==> src/logic/tmr_status_pkg.sv <==
package tmr_status_pkg;

	// ************************************************************
	// Widths and counts
	// ************************************************************
	localparam int WORD_W         = 16;              // Housekeeping and info word width
	localparam int NUM_SLICE      = 3;               // Slices, one per fault region
	localparam int NUM_INFO       = 11;              // Information channels
	localparam int NUM_HK_ERR     = 3;               // Trailing diagnostic error code words

	// ************************************************************
	// Register map (byte addresses)
	// ************************************************************
	localparam logic [7:0] ADDR_CTRL    = 8'h00;     // Control: changeover, primary position
	localparam logic [7:0] ADDR_STATUS  = 8'h04;     // Sticky event status (read only)
	localparam logic [7:0] ADDR_CLEAR   = 8'h08;     // Event clear (write only)
	localparam logic [7:0] ADDR_ENABLE  = 8'h0C;     // Event interrupt enable
	localparam logic [7:0] ADDR_STAMP   = 8'h10;     // Time stamp of last change of state
	localparam logic [7:0] ADDR_INFO0   = 8'h40;     // First of the information channels
	localparam logic [7:0] ADDR_HKERR0  = 8'h80;     // First diagnostic error code word

	// Control register fields
	localparam int CTRL_SWAP_BIT  = 0;               // Active/standby changeover request level
	localparam int CTRL_PCH_LSB   = 8;               // Primary chassis number
	localparam int CTRL_PSL_LSB   = 16;              // Primary slot number

	// Event bits
	localparam int EV_OUT_BIT     = 0;               // Output data changed state
	localparam int EV_FLT_BIT     = 1;               // Line-fault data changed state
	localparam int EV_SWAP_BIT    = 2;               // Changeover happened
	localparam int NUM_EV         = 3;

	// ************************************************************
	// Mode codes
	// ************************************************************
	localparam logic [2:0] MODE_UNKNOWN  = 3'h0;
	localparam logic [2:0] MODE_CONFIG   = 3'h1;
	localparam logic [2:0] MODE_STANDBY  = 3'h2;
	localparam logic [2:0] MODE_ACTIVE   = 3'h3;
	localparam logic [2:0] MODE_MAINTAIN = 3'h4;
	localparam logic [2:0] MODE_SHUTDOWN = 3'h5;
	localparam logic [2:0] MODE_FATAL    = 3'h6;    // Internal only, shown on LEDs

	// Indicator colours
	typedef enum logic [1:0] {
		LED_OFF   = 2'b00,
		LED_GREEN = 2'b01,
		LED_RED   = 2'b10,
		LED_AMBER = 2'b11
	} led_colour_t;

	// Slice health states
	typedef enum logic [1:0] {
		SL_STARTUP = 2'b00,
		SL_HEALTHY = 2'b01,
		SL_FAULT   = 2'b10,
		SL_FATAL   = 2'b11
	} slice_state_t;

	// One module position as seen by a slice
	typedef struct packed {
		logic        present;     // Module fitted
		logic [7:0]  chassis;     // Chassis number
		logic [7:0]  slot;        // Slot number
		logic        healthy;     // No fault detected
		logic [2:0]  mode;        // Mode code
		logic [2:0]  regionOk;    // Fault region C,B,A health
		logic        ejectOpen;   // Ejector open
		logic        simEnable;   // Simulation enabled in configuration
		logic        educated;    // Education complete
		logic        recognized;  // Known by the processor
	} module_pos_t;

	// Timing: flash half period and amber mix divider
	localparam int FLASH_MS       = 250;            // Flash half period in ms
	localparam int CLK_KHZ        = 50000;          // Module clock in kHz
	localparam int FLASH_CYC      = FLASH_MS * CLK_KHZ;
	localparam int AMBER_DIV_W    = 2;              // Amber mix divider width

endpackage

==> src/logic/tmr_module_status_reporter.sv <==
// The AHB-Lite interface to the registers and the register offsets were left to the implementer.
`timescale 1ns/1ps

module tmr_module_status_reporter
	import tmr_status_pkg::*;
#(
	parameter int FLASH_CYCLES = FLASH_CYC,        // Flash half period in clocks
	parameter int OUT_W        = 40                // Output channels watched
)(
	input  wire logic                     sys_clk,
	input  wire logic                     rstn,
	// AHB-Lite slave
	input  wire logic                     hsel,
	input  wire logic [31:0]              haddr,
	input  wire logic [1:0]               htrans,
	input  wire logic                     hwrite,
	input  wire logic [2:0]               hsize,
	input  wire logic [31:0]              hwdata,
	input  wire logic                     hready,
	output logic      [31:0]              hrdata,
	output logic                          hreadyout,
	output logic                          hresp,
	// Slice side (pins from other logic, asynchronous)
	input  wire slice_state_t [NUM_SLICE-1:0] sliceState,
	input  wire logic [NUM_SLICE-1:0][WORD_W-1:0] sliceErrCode,
	input  wire module_pos_t [NUM_SLICE-1:0] primPos,
	input  wire module_pos_t [NUM_SLICE-1:0] secPos,
	input  wire logic [NUM_SLICE-1:0]    swapInProgress,
	input  wire logic [OUT_W-1:0]         outState,
	input  wire logic [OUT_W-1:0]         lineFault,
	// Indicators and interrupt
	output led_colour_t [NUM_SLICE-1:0]  ledHealthy,
	output led_colour_t                   ledActive,
	output led_colour_t                   ledStandby,
	output led_colour_t                   ledEducated,
	output logic                          irq
);

	// ************************************************************
	// Parameter checks
	// ************************************************************
	// Refuse values the divider and change detectors cannot serve
	if (FLASH_CYCLES < 2) begin : g_bad_flash
		$error("FLASH_CYCLES too small");
	end
	if (OUT_W < 1) begin : g_bad_out
		$error("OUT_W must be positive");
	end

	// ************************************************************
	// Input synchronisers
	// ************************************************************
	localparam int SYN_W = 2*NUM_SLICE + NUM_SLICE*WORD_W + 2*NUM_SLICE*$bits(module_pos_t) + NUM_SLICE + 2*OUT_W;
	logic [SYN_W-1:0] syn1_r;                      // First stage, read only by second
	logic [SYN_W-1:0] syn2_r;                      // Second stage
	slice_state_t [NUM_SLICE-1:0] sState;          // Synchronised slice state
	logic [NUM_SLICE-1:0][WORD_W-1:0] sErr;        // Synchronised error codes
	module_pos_t [NUM_SLICE-1:0] sPrim;            // Synchronised primary position
	module_pos_t [NUM_SLICE-1:0] sSec;             // Synchronised secondary position
	logic [NUM_SLICE-1:0] sSwap;                   // Synchronised changeover flags
	logic [OUT_W-1:0] sOut;                        // Synchronised output data
	logic [OUT_W-1:0] sFlt;                        // Synchronised line faults

	// Two flop synchroniser for all slice data
	always_ff @(posedge sys_clk) begin
		if (!rstn) begin
			syn1_r <= '0;
			syn2_r <= '0;
		end else begin
			syn1_r <= {sliceState, sliceErrCode, primPos, secPos, swapInProgress, outState, lineFault};
			syn2_r <= syn1_r;
		end
	end
	assign {sState, sErr, sPrim, sSec, sSwap, sOut, sFlt} = syn2_r;

	// ************************************************************
	// Two-of-three vote
	// ************************************************************
	function automatic module_pos_t vote(input module_pos_t a, input module_pos_t b, input module_pos_t c);
		vote = module_pos_t'((a & b) | (a & c) | (b & c));
	endfunction

	module_pos_t vPrim;                            // Voted primary position
	module_pos_t vSec;                             // Voted secondary position
	logic        vSwap;                            // Voted changeover flag
	assign vPrim = vote(sPrim[0], sPrim[1], sPrim[2]);
	assign vSec  = vote(sSec[0], sSec[1], sSec[2]);
	assign vSwap = (sSwap[0] & sSwap[1]) | (sSwap[0] & sSwap[2]) | (sSwap[1] & sSwap[2]);

	// ************************************************************
	// Register bus
	// ************************************************************
	logic        swapReq_r;                        // Software changeover request
	logic [7:0]  primCh_r;                         // Configured primary chassis
	logic [7:0]  primSl_r;                         // Configured primary slot
	logic [NUM_EV-1:0] evStat_r;                   // Sticky events
	logic [NUM_EV-1:0] evEn_r;                     // Event enable
	logic [31:0] stamp_r;                          // Free running time base
	logic [31:0] lastStamp_r;                      // Stamp of last change of state
	logic        dWr_r;                            // Data phase is a write
	logic        dRd_r;                            // Data phase is a read
	logic [7:0]  dAddr_r;                          // Data phase address
	logic [NUM_INFO-1:0][WORD_W-1:0] info_r;       // Information channels
	logic [NUM_HK_ERR-1:0][WORD_W-1:0] hkErr_r;    // Diagnostic error words
	logic [NUM_EV-1:0] evSet;                      // Events this cycle
	logic        clrWr;                            // Write to clear register
	logic        aPhase;                           // Valid address phase

	assign aPhase = hsel && hready && htrans[1];
	assign clrWr  = dWr_r && (dAddr_r == ADDR_CLEAR);

	// Capture address phase; the slave is always ready
	always_ff @(posedge sys_clk) begin
		if (!rstn) begin
			dWr_r   <= 1'b0;
			dRd_r   <= 1'b0;
			dAddr_r <= 8'h00;
		end else begin
			dWr_r   <= aPhase && hwrite;
			dRd_r   <= aPhase && !hwrite;
			dAddr_r <= haddr[7:0];
		end
	end

	// Writable control and enable registers
	always_ff @(posedge sys_clk) begin
		if (!rstn) begin
			swapReq_r <= 1'b0;
			primCh_r  <= 8'h00;
			primSl_r  <= 8'h00;
			evEn_r    <= '0;
		end else if (dWr_r) begin
			if (dAddr_r == ADDR_CTRL) begin
				swapReq_r <= hwdata[CTRL_SWAP_BIT];
				primCh_r  <= hwdata[CTRL_PCH_LSB +: 8];
				primSl_r  <= hwdata[CTRL_PSL_LSB +: 8];
			end
			if (dAddr_r == ADDR_ENABLE) begin
				evEn_r <= hwdata[NUM_EV-1:0];
			end
		end
	end

	// Read mux, unmapped addresses read zero
	always_ff @(posedge sys_clk) begin
		if (!rstn) begin
			hrdata <= 32'h0000_0000;
		end else if (aPhase && !hwrite) begin
			hrdata <= 32'h0000_0000;
			case (haddr[7:0])
				ADDR_CTRL:   hrdata <= {8'h00, primSl_r, primCh_r, 7'h00, swapReq_r};
				ADDR_STATUS: hrdata <= {{(32-NUM_EV){1'b0}}, evStat_r};
				ADDR_ENABLE: hrdata <= {{(32-NUM_EV){1'b0}}, evEn_r};
				ADDR_STAMP:  hrdata <= lastStamp_r;
				default: begin
					if (haddr[7:2] >= ADDR_INFO0[7:2] && haddr[7:2] < ADDR_INFO0[7:2] + 6'(NUM_INFO))
						hrdata <= {16'h0000, info_r[haddr[7:2] - ADDR_INFO0[7:2]]};
					else if (haddr[7:2] >= ADDR_HKERR0[7:2] && haddr[7:2] < ADDR_HKERR0[7:2] + 6'(NUM_HK_ERR))
						hrdata <= {{16{hkErr_r[haddr[7:2] - ADDR_HKERR0[7:2]][WORD_W-1]}},
						           hkErr_r[haddr[7:2] - ADDR_HKERR0[7:2]]};
				end
			endcase
		end
	end

	// Bus answers are fixed: no wait states, always OKAY
	always_ff @(posedge sys_clk) begin
		if (!rstn) begin
			hreadyout <= 1'b1;
			hresp     <= 1'b0;
		end else begin
			hreadyout <= 1'b1;
			hresp     <= 1'b0;
		end
	end

	// ************************************************************
	// Housekeeping error words
	// ************************************************************
	genvar gi;
	generate
		for (gi = 0; gi < NUM_HK_ERR; gi++) begin : g_hk
			// Fatal slice reports zero
			always_ff @(posedge sys_clk) begin
				if (!rstn) begin
					hkErr_r[gi] <= '0;
				end else if (sState[gi] == SL_FATAL) begin
					hkErr_r[gi] <= '0;
				end else begin
					hkErr_r[gi] <= sErr[gi];
				end
			end
			a_fatal_zero: assert property (@(posedge sys_clk) disable iff (!rstn)
				sState[gi] == SL_FATAL |=> hkErr_r[gi] == '0) else $error("fatal word not zero");
		end
	endgenerate

	// ************************************************************
	// Information channels
	// ************************************************************
	logic swapped_r;                               // Secondary currently active
	logic swapReqD_r;                              // Delayed request for edge
	logic swapEv;                                  // Changeover happened

	assign swapEv = swapReq_r != swapReqD_r;

	// Changeover state follows the request level
	always_ff @(posedge sys_clk) begin
		if (!rstn) begin
			swapped_r  <= 1'b0;
			swapReqD_r <= 1'b0;
		end else begin
			swapReqD_r <= swapReq_r;
			swapped_r  <= swapReq_r;
		end
	end

	module_pos_t act;                              // Active position
	module_pos_t sby;                              // Standby position
	assign act = swapped_r ? vSec : vPrim;
	assign sby = swapped_r ? vPrim : vSec;

	function automatic logic [WORD_W-1:0] posNum(input module_pos_t p, input logic useSlot);
		posNum = !p.present ? '0 : {8'h00, useSlot ? p.slot : p.chassis};
	endfunction

	function automatic logic [WORD_W-1:0] modeNum(input module_pos_t p);
		modeNum = (!p.present || p.mode > MODE_SHUTDOWN) ? {13'h0000, MODE_UNKNOWN} : {13'h0000, p.mode};
	endfunction

	// Build the eleven channels
	always_ff @(posedge sys_clk) begin
		if (!rstn) begin
			info_r <= '0;
		end else begin
			info_r[0]  <= posNum(act, 1'b0);
			info_r[1]  <= posNum(act, 1'b1);
			info_r[2]  <= {15'h0000, act.present & act.healthy};
			info_r[3]  <= modeNum(act);
			info_r[4]  <= posNum(sby, 1'b0);
			info_r[5]  <= posNum(sby, 1'b1);
			info_r[6]  <= {15'h0000, sby.present & sby.healthy};
			info_r[7]  <= modeNum(sby);
			info_r[8]  <= {8'h00, sby.ejectOpen, sby.regionOk, act.ejectOpen, act.regionOk};
			info_r[9]  <= {15'h0000, act.present && act.chassis == primCh_r && act.slot == primSl_r};
			info_r[10] <= {15'h0000, !act.present || act.simEnable};
		end
	end

	a_absent_zero: assert property (@(posedge sys_clk) disable iff (!rstn)
		!act.present |=> info_r[0] == '0 && info_r[1] == '0) else $error("absent position not zero");
	a_upper_byte: assert property (@(posedge sys_clk) disable iff (!rstn)
		info_r[8][15:8] == 8'h00) else $error("status upper byte set");
	a_swap_pos: assert property (@(posedge sys_clk) disable iff (!rstn)
		$rose(swapped_r) && $stable(vPrim) && $stable(vSec) && vSec.present
		|=> info_r[0] == {8'h00, vSec.chassis}) else $error("changeover did not swap");
	a_sim_only: assert property (@(posedge sys_clk) disable iff (!rstn)
		info_r[10] != '0 |-> $past(!act.present || act.simEnable)) else $error("simulated wrongly set");
	a_mode_range: assert property (@(posedge sys_clk) disable iff (!rstn)
		info_r[3] <= 16'(MODE_SHUTDOWN)) else $error("mode code out of range");

	// ************************************************************
	// Change of state events and interrupt
	// ************************************************************
	logic [OUT_W-1:0] prevOut_r;                   // Previous output data
	logic [OUT_W-1:0] prevFlt_r;                   // Previous line faults

	assign evSet = {swapEv, |(sFlt ^ prevFlt_r), |(sOut ^ prevOut_r)};

	// Time base and stamp capture
	always_ff @(posedge sys_clk) begin
		if (!rstn) begin
			stamp_r     <= 32'h0000_0000;
			lastStamp_r <= 32'h0000_0000;
			prevOut_r   <= '0;
			prevFlt_r   <= '0;
		end else begin
			stamp_r   <= stamp_r + 32'h0000_0001;
			prevOut_r <= sOut;
			prevFlt_r <= sFlt;
			if (evSet[EV_OUT_BIT] || evSet[EV_FLT_BIT])
				lastStamp_r <= stamp_r;
		end
	end

	// Sticky status, set wins over clear
	always_ff @(posedge sys_clk) begin
		if (!rstn) begin
			evStat_r <= '0;
		end else begin
			evStat_r <= (evStat_r & ~(clrWr ? hwdata[NUM_EV-1:0] : '0)) | evSet;
		end
	end

	// Level interrupt from enabled status
	always_ff @(posedge sys_clk) begin
		if (!rstn) irq <= 1'b0;
		else       irq <= |(evStat_r & evEn_r);
	end

	a_event_stamp: assert property (@(posedge sys_clk) disable iff (!rstn)
		evSet[EV_OUT_BIT] |=> evStat_r[EV_OUT_BIT] && lastStamp_r == $past(stamp_r)) else $error("event not stamped");

	// ************************************************************
	// Flash and amber dividers
	// ************************************************************
	logic [31:0] flashCnt_r;                       // Flash half period counter
	logic        flash_r;                          // Flash phase
	logic [AMBER_DIV_W-1:0] mix_r;                 // Amber mix phase

	// Divider for flashing and colour mixing
	always_ff @(posedge sys_clk) begin
		if (!rstn) begin
			flashCnt_r <= 32'h0000_0000;
			flash_r    <= 1'b0;
			mix_r      <= '0;
		end else begin
			mix_r <= mix_r + 1'b1;
			if (flashCnt_r == 32'(FLASH_CYCLES - 1)) begin
				flashCnt_r <= 32'h0000_0000;
				flash_r    <= !flash_r;
			end else begin
				flashCnt_r <= flashCnt_r + 32'h0000_0001;
			end
		end
	end

	function automatic led_colour_t shade(input led_colour_t c, input logic fl, input logic fph, input logic mx);
		led_colour_t o;
		o = (fl && !fph) ? LED_OFF : c;
		if (o == LED_AMBER) o = mx ? LED_RED : LED_GREEN;
		shade = o;
	endfunction

	// ************************************************************
	// Indicators
	// ************************************************************
	logic fatalMod;                                // Module fatal by vote
	assign fatalMod = act.mode == MODE_FATAL;

	generate
		for (gi = 0; gi < NUM_SLICE; gi++) begin : g_hl
			// Each slice drives its own health indicator
			always_ff @(posedge sys_clk) begin
				if (!rstn) ledHealthy[gi] <= LED_OFF;
				else case (sState[gi])
					SL_STARTUP: ledHealthy[gi] <= shade(LED_AMBER, 1'b0, flash_r, mix_r[0]);
					SL_HEALTHY: ledHealthy[gi] <= LED_GREEN;
					SL_FAULT:   ledHealthy[gi] <= shade(LED_RED, 1'b1, flash_r, mix_r[0]);
					SL_FATAL:   ledHealthy[gi] <= LED_RED;
					default:    ledHealthy[gi] <= LED_OFF;
				endcase
			end
			a_fatal_red: assert property (@(posedge sys_clk) disable iff (!rstn)
				sState[gi] == SL_FATAL |=> ledHealthy[gi] == LED_RED) else $error("fatal slice not red");
		end
	endgenerate

	// Voted indicators
	always_ff @(posedge sys_clk) begin
		if (!rstn) begin
			ledActive   <= LED_OFF;
			ledStandby  <= LED_OFF;
			ledEducated <= LED_OFF;
		end else begin
			if (act.mode == MODE_ACTIVE || act.mode == MODE_MAINTAIN)
				ledActive <= LED_GREEN;
			else if (act.mode == MODE_SHUTDOWN || fatalMod)
				ledActive <= shade(LED_RED, 1'b1, flash_r, mix_r[0]);
			else
				ledActive <= LED_OFF;
			if (fatalMod)
				ledStandby <= shade(LED_RED, 1'b1, flash_r, mix_r[0]);
			else if (act.mode == MODE_STANDBY)
				ledStandby <= LED_GREEN;
			else
				ledStandby <= LED_OFF;
			if (vSwap)
				ledEducated <= shade(LED_AMBER, 1'b1, flash_r, mix_r[0]);
			else if (act.educated)
				ledEducated <= LED_GREEN;
			else if (act.recognized)
				ledEducated <= shade(LED_GREEN, 1'b1, flash_r, mix_r[0]);
			else
				ledEducated <= LED_OFF;
		end
	end

	a_active_green: assert property (@(posedge sys_clk) disable iff (!rstn)
		act.mode == MODE_ACTIVE |=> ledActive == LED_GREEN) else $error("active LED not green");
	a_standby_off: assert property (@(posedge sys_clk) disable iff (!rstn)
		act.mode == MODE_ACTIVE |=> ledStandby == LED_OFF) else $error("standby LED lit");

endmodule

==> config.mk <==
export PLATFORM = sky130hd
export DESIGN_NAME = tmr_module_status_reporter
export DESIGN_NICKNAME = d
export VERILOG_FILES = /design/src/logic/tmr_status_pkg.sv /design/src/logic/tmr_module_status_reporter.sv
export SDC_FILE = /design/constraint.sdc
export NUM_CORES = 1
export LEC_CHECK = 0
export BUFFER_PORTS_ARGS = -buffer_cell sky130_fd_sc_hd__clkbuf_2
export CORE_MARGIN = 2
export CORE_UTILIZATION = 35
export DETAILED_ROUTE_END_ITERATION = 10
export GPL_ROUTABILITY_DRIVEN = 1
export PLACE_DENSITY = 0.54
export SYNTH_ARGS = -nofsm -noshare
export SYNTH_HDL_FRONTEND = slang
export SYNTH_SLANG_ARGS = --single-unit
==> constraint.sdc <==
create_clock -name sys_clk -period 1.9 [get_ports sys_clk]
set_input_delay 0.19 -clock sys_clk [delete_from_list [all_inputs] [get_ports sys_clk]]
set_output_delay 0.19 -clock sys_clk [all_outputs]
set_load 0.005 [all_outputs]
== Word level (Yosys, flattened, before mapping) ==
Cells that the tools add are included.

* Register bits after elaboration: 1091
* Input bits: 379
* Output and inout bits: 47

* Add/subtract/negate cells: 5
* Order comparisons: 8
* Equality and inequality tests: 26
* Multiplexer cells: 27
* Bitwise logic cells: 25
* Reductions and logical operators: 38

{| class="wikitable"
|+ Operators by type and width
! operator !! count
|-
| $and A28 B28 Y28 || 6
|-
| $pmux W32 S4 || 1
|-
| $or A28 B28 Y28 || 4
|-
| $reduce_or A40 Y1 || 2
|-
| $xor A40 B40 Y40 || 2
|-
| $add A32 B1 Y32 const B || 2
|-
| $bmux W16 S4 || 1
|-
| $mux W32 || 2
|-
| $mux W28 || 2
|-
| $bmux W16 S2 || 1
|-
| $eq A32 B24 Y1 const B || 1
|-
| $mux W16 || 2
|-
| $eq A8 B4 Y1 const B || 3
|-
| $pmux W2 S4 || 3
|-
| $mux W2 || 10
|-
| $eq A2 B2 Y1 const B || 8
|-
| $eq A8 B8 Y1 || 2
|-
| $logic_not A8 Y1 || 2
|-
| $lt A6 B5 Y1 const B || 2
|-
| $reduce_or A2 Y1 || 6
|-
| $eq A3 B3 Y1 const B || 3
|-
| $logic_and A1 B1 Y1 || 9
|-
| $eq A8 B3 Y1 const B || 1
|-
| $eq A8 B5 Y1 const B || 1
|-
| 25 further kinds || 53
|}

== Longest topological paths before layout ==
* Depth after elaboration: 8
* Gate-level depth with buffers: 9

== Least setup slack after synthesis ==
No wires, ideal clock.

* Path kind: register to register
* Start point: reg flashCnt_r[0]
* End point: reg flashCnt_r[23]
* Data arrival time: 1.576 ns
* Setup slack: 0.206 ns
* Cell stages (with the launch flop): 8
* Buffers on the path: 1
* Clock period less this slack: 1.694 ns
* Cell sequence: dfxtp_1 ha_1 nand4_1 nand4b_1 nor3_1 nand2b_1 buf_2 nor2_1

* Longest elaborated chain between the ends: 2

{| class="wikitable"
|+ RTL lines
! item !! line !! source
|-
| start, declared || tmr_module_status_reporter.sv:307 || <nowiki>logic [31:0] flashCnt_r;</nowiki>
|-
| start signal, assigned || tmr_module_status_reporter.sv:323 || <nowiki>flashCnt_r <= flashCnt_r + 32'h0000_0001;</nowiki>
|-
| branches (longest 2 deep; another with $add A32 B1 Y32) || -- ||
|}

Parallel ways; which one is timed is not known.
A chain may end at the register's enable or synchronous reset.

== Worst setup path after layout ==
* Start point: reg syn2_r[35]
* End point: reg lastStamp_r[0]

* Longest elaborated chain between the ends: 3

{| class="wikitable"
|+ RTL lines
! item !! line !! source
|-
| start, declared || tmr_module_status_reporter.sv:55 || <nowiki>logic [SYN_W-1:0] syn2_r;</nowiki>
|-
| start signal, assigned || tmr_module_status_reporter.sv:71 || <nowiki>syn2_r <= syn1_r;</nowiki>
|-
| $xor A40 B40 Y40 || tmr_module_status_reporter.sv:268 || <nowiki>assign evSet = {swapEv, |(sFlt ^ prevFlt_r), |(sOut ^ prevOut_r)};</nowiki>
|-
| $reduce_or A40 Y1 || tmr_module_status_reporter.sv:268 ||
|-
| $logic_or A1 B1 Y1 || tmr_module_status_reporter.sv:281 || <nowiki>if (evSet[EV_OUT_BIT] || evSet[EV_FLT_BIT])</nowiki>
|-
| end signal, assigned || tmr_module_status_reporter.sv:282 || <nowiki>lastStamp_r <= stamp_r;</nowiki>
|-
| end, declared || tmr_module_status_reporter.sv:99 || <nowiki>logic [31:0] lastStamp_r;</nowiki>
|}

Every way passes these cells.

==> summary.txt <==
Outcome
  – Status: finished with violations
  – Violated checks: setup timing

Logic synthesis
  – Top post-synthesis cells by area: dfxtp_1 62%, and2_1 16%, xnor2_1 3.3%, mux2i_1 3.2%, nand2_1 2.0%
  – Synth Area per Inst: 11.0 µm²
  – Cells after Synth: 2,842
  – YS warnings: 0
  – Register area share after synthesis: 0.618
  – Synth Cell Area: 31,200 µm²
  – Leading area contributor after synthesis: dfxtp_1
  – Syn nets: 3,223
  – Post-synth EDFFs: 0
  – Synth top area share: 0.618
  – Async SR Flop Fraction: 0
  – Top FF cell, synth: dfxtp_1
  – Synth unique cells: 61
  – Synth Register Bits: 964

Floorplanning
  – Total die area: 91,600 µm²
  – Initial Util: 0.353
  – Die outline width: 303 µm
  – IO Pins: 426
  – Std-Cell Rows: 109
  – Die height: 303 µm
  – Core region area: 88,400 µm²

Power
  – Psw: 9160 µW
  – Switching Fraction: 0.211
  – Part of the power in combinational logic: 0.055
  – LEAKAGE: 0.0173 µW
  – Clk pwr share: 0.457
  – PD cells: 1030 nW/µm²
  – Internal power: 34,200 µW
  – Power share of the sequential group: 0.489
  – Worst VDD drop: 0.852 mV

Finish
  – Nets: 4,002
  – Layout area overhead: 34.6%
  – Most common cell after layout, fill and taps aside: dfxtp_1
  – Most frequent cells in the layout: 956 x dfxtp_1, 779 x and2_1, 381 x clkbuf_2, 336 x dlygate4sd3_1, 166 x nand2_1
  – Final instance area: 42,000 µm²
  – Post-layout util: 0.476
  – Share of cells above drive strength 1: 0.192

GRT
  – Vias in the first global route: 21,131
  – Largest net degree at the start of global routing: 184
  – GR Util All Layers: 0.167
  – Gr ovfl total: 0
  – First-pass GRT wire length: 118,000 µm
  – Initial antenna violation count: 9

CTS
  – Num CTS Buffers: 101
  – Clock transition at the registers of the reported paths: 0.06 ns
  – CTS Sinks: 964
  – Clk Latency, worst-skew pair: 0.66 ns
  – CTS max path bufs: 3
  – CTS root buf: clkbuf_16
  – TritonCTS clock tree: built
  – H-tree depth: 3

Routing
  – Initial DRT Pass Iterations: 6
  – Drt wl/cell: 16.0 µm
  – DRC viols: 0
  – Drt total wl: 77,700 µm
  – Initial DRC count: 918
  – ANT nets after route: 0
  – Vias per cell: 4.30
  – Vias: 20,941

Setup path
  – Worst reg-to-reg setup slack: -0.22 ns
  – CP Capture Type: flip-flop
  – R2R depth: 9
  – Crit path capture: lastStamp_r[0]
  – Cell chain of the critical path: xnor2_2 -> nand4_1 -> nor4_2 -> buf_4 -> nand4_1 -> nor2_4 -> buf_12 -> clkbuf_16 -> mux2i_1
  – Worst EP arrival: 2.69 ns
  – Required @ worst endpoint: 2.47 ns
  – Startpoint types: flip-flop
  – Reg-to-Reg Start: syn2_r[35]
  – Largest stage delay on the critical path: 0.35 ns
  – WS Path Type: flip-flop to flip-flop
  – Worst reg2reg endpoint: lastStamp_r[0]
  – CP max FO: 7
  – Most common cell on crit path: nand4_1
  – Slowest-stage cell, CP: nor4_2
  – Critical path origin: syn2_r[35]

Placement
  – # port buffers: 382
  – Post-DP HPWL: 52,200 µm
  – Pre-CTS setup slack: -0.306 ns
  – Global placer's final weighted congestion: 0.778
  – Post-DP Area: 35,000 µm²

Min path
  – Worst Hold Class: primary input to flip-flop

Timing
  – Minimum clock period: 2.12 ns
  – Slew Limit Headroom: 0.491
  – Skew final: 0.0284 ns
  – Final Max Tran Viols: 0
  – Worst-Margin Slew: 0.759 ns
  – Max Fclk: 473 MHz
  – Final hold vios: 0
  – Final setup viols: 32
  – PnR worst setup slack: -0.216 ns
  – Hold WS: 0.146 ns
  – Final worst path period share: 1.11
  – RSZ-0062 raised after global routing: yes
  – Setup TNS Final: -5.66 ns

Flow run
  – Max-Cap Viols: 0
==> worst min path at each step <==
stage	start	endpoint	slack (ns)	cells past startpoint
after detailed placement	primPos[3]	syn1_r[170]	0.40	2
after floorplan	haddr[0]	dAddr_r[0]	0.31	1
final	haddr[2]	dAddr_r[2]	0.15	2
after global placement	outState[17]	syn1_r[57]	0.40	2
after CTS	haddr[5]	dAddr_r[5]	0.07	3
after global routing	haddr[5]	dAddr_r[5]	0.09	3
==> area by class of cell <==
cell class	count	area, µm²
fillers	8131	46300
flip-flops and latches	964	19300
multi-input cells	1721	11400
repair buffers	828	6450
clock buffers	142	2910
well taps	1165	1460
clock inverters	35	452
inverters	5	18.8
diodes	5	12.5
==> critical path: cells and delay by family (launching register included) <==
kind | cells | cell delay (ns)
mux | 1 | 0.19
simple gates | 4 | 0.88
buf+inv | 3 | 0.48
flops | 1 | 0.33
xor+xnor | 1 | 0.17
==> cell families (layout without fill, tap and decap cells) <==
group / after synthesis / after routing / share of synthesized area
XOR/XNOR: 158 / 158 / 0.0443
flip-flops: 964 / 964 / 0.618
buffers and inverters: 157 / 1010 / 0.0211
adder cells (fa/ha/maj): 51 / 51 / 0.0165
AND/OR/NAND/NOR: 1208 / 1208 / 0.225
AO/OA/AOI/OAI: 194 / 194 / 0.0395
other: 2 / 7 / 0.000240
multiplexers: 108 / 108 / 0.0356
==> through the flow <==
step	total power [µW]	instances
6_report	43400	4865
2_1_floorplan	22500	2842
5_1_grt	45100	4864
4_1_cts	44000	4850
3_5_place_dp	23400	4337
3_3_place_gp	23400	4337
==> power groups by stage <==
stage | Combinational [µW] | Clock (µW) | Sequential (µW)
3_3_place_gp | 1800 | 0 | 21600
6_report | 2370 | 19800 | 21200
5_1_grt | 2620 | 21200 | 21300
3_5_place_dp | 1800 | 0 | 21600
4_1_cts | 2380 | 20400 | 21200
2_1_floorplan | 972 | 0 | 21600
==> cells in the mapped netlist, types with 3 or more instances <==
master / number
a21boi_0: 25
a21oi_1: 44
a222oi_1: 8
a22oi_1: 20
a31oi_1: 6
and2_1: 779
and3_1: 12
and4_1: 5
buf_2: 19
buf_4: 8
clkbuf_1: 123
dfxtp_1: 964
inv_1: 5
maj3_1: 49
mux2_2: 5
mux2i_1: 101
nand2_1: 166
nand2b_1: 3
nand3_1: 31
nand4_1: 31
nor2_1: 98
nor2_2: 4
nor2b_1: 17
nor3_1: 10
nor3_2: 3
nor3b_1: 6
nor4_1: 14
nor4_4: 4
nor4b_1: 3
o211a_1: 9
o211ai_1: 3
o21ai_0: 62
o22ai_1: 5
or3_1: 7
xnor2_1: 118
xor2_1: 40
==> registers in the layout, indices dropped and copies added, names as in the netlist, 32 cells and up <==
register     flops
flashCnt_r      32
hkErr_r         48
hrdata          32
info_r          50
lastStamp_r     32
prevFlt_r       40
prevOut_r       40
stamp_r         32
syn1_r         305
syn2_r         305
==> repair_timing <==
| item | in CTS | in global routing |
|---|---|---|
| pin swaps | 1 | 14 |
| cloned | 0 | 5 |
| endpoints found under the setup margin | 33 | 68 |
| hold buffers | 336 | 0 |
| resized for setup | 6 | 29 |
| hold endpoints to repair | 356 | 0 |
| buffers inserted | 0 | 5 |
==> metal layers <==
| metal | up-vias | global-route usage | share of wire |
|---|---|---|---|
| li1 | 10719 | - | - |
| met1 | 9668 | 0.214 | 0.46 |
| met2 | 392 | 0.276 | 0.47 |
| met3 | 152 | 0.0385 | 0.047 |
| met4 | 10 | 0.0576 | 0.030 |
| met5 | - | 0 | 0.00085 |
No activity file was read; power rests on OpenSTA's default activity.
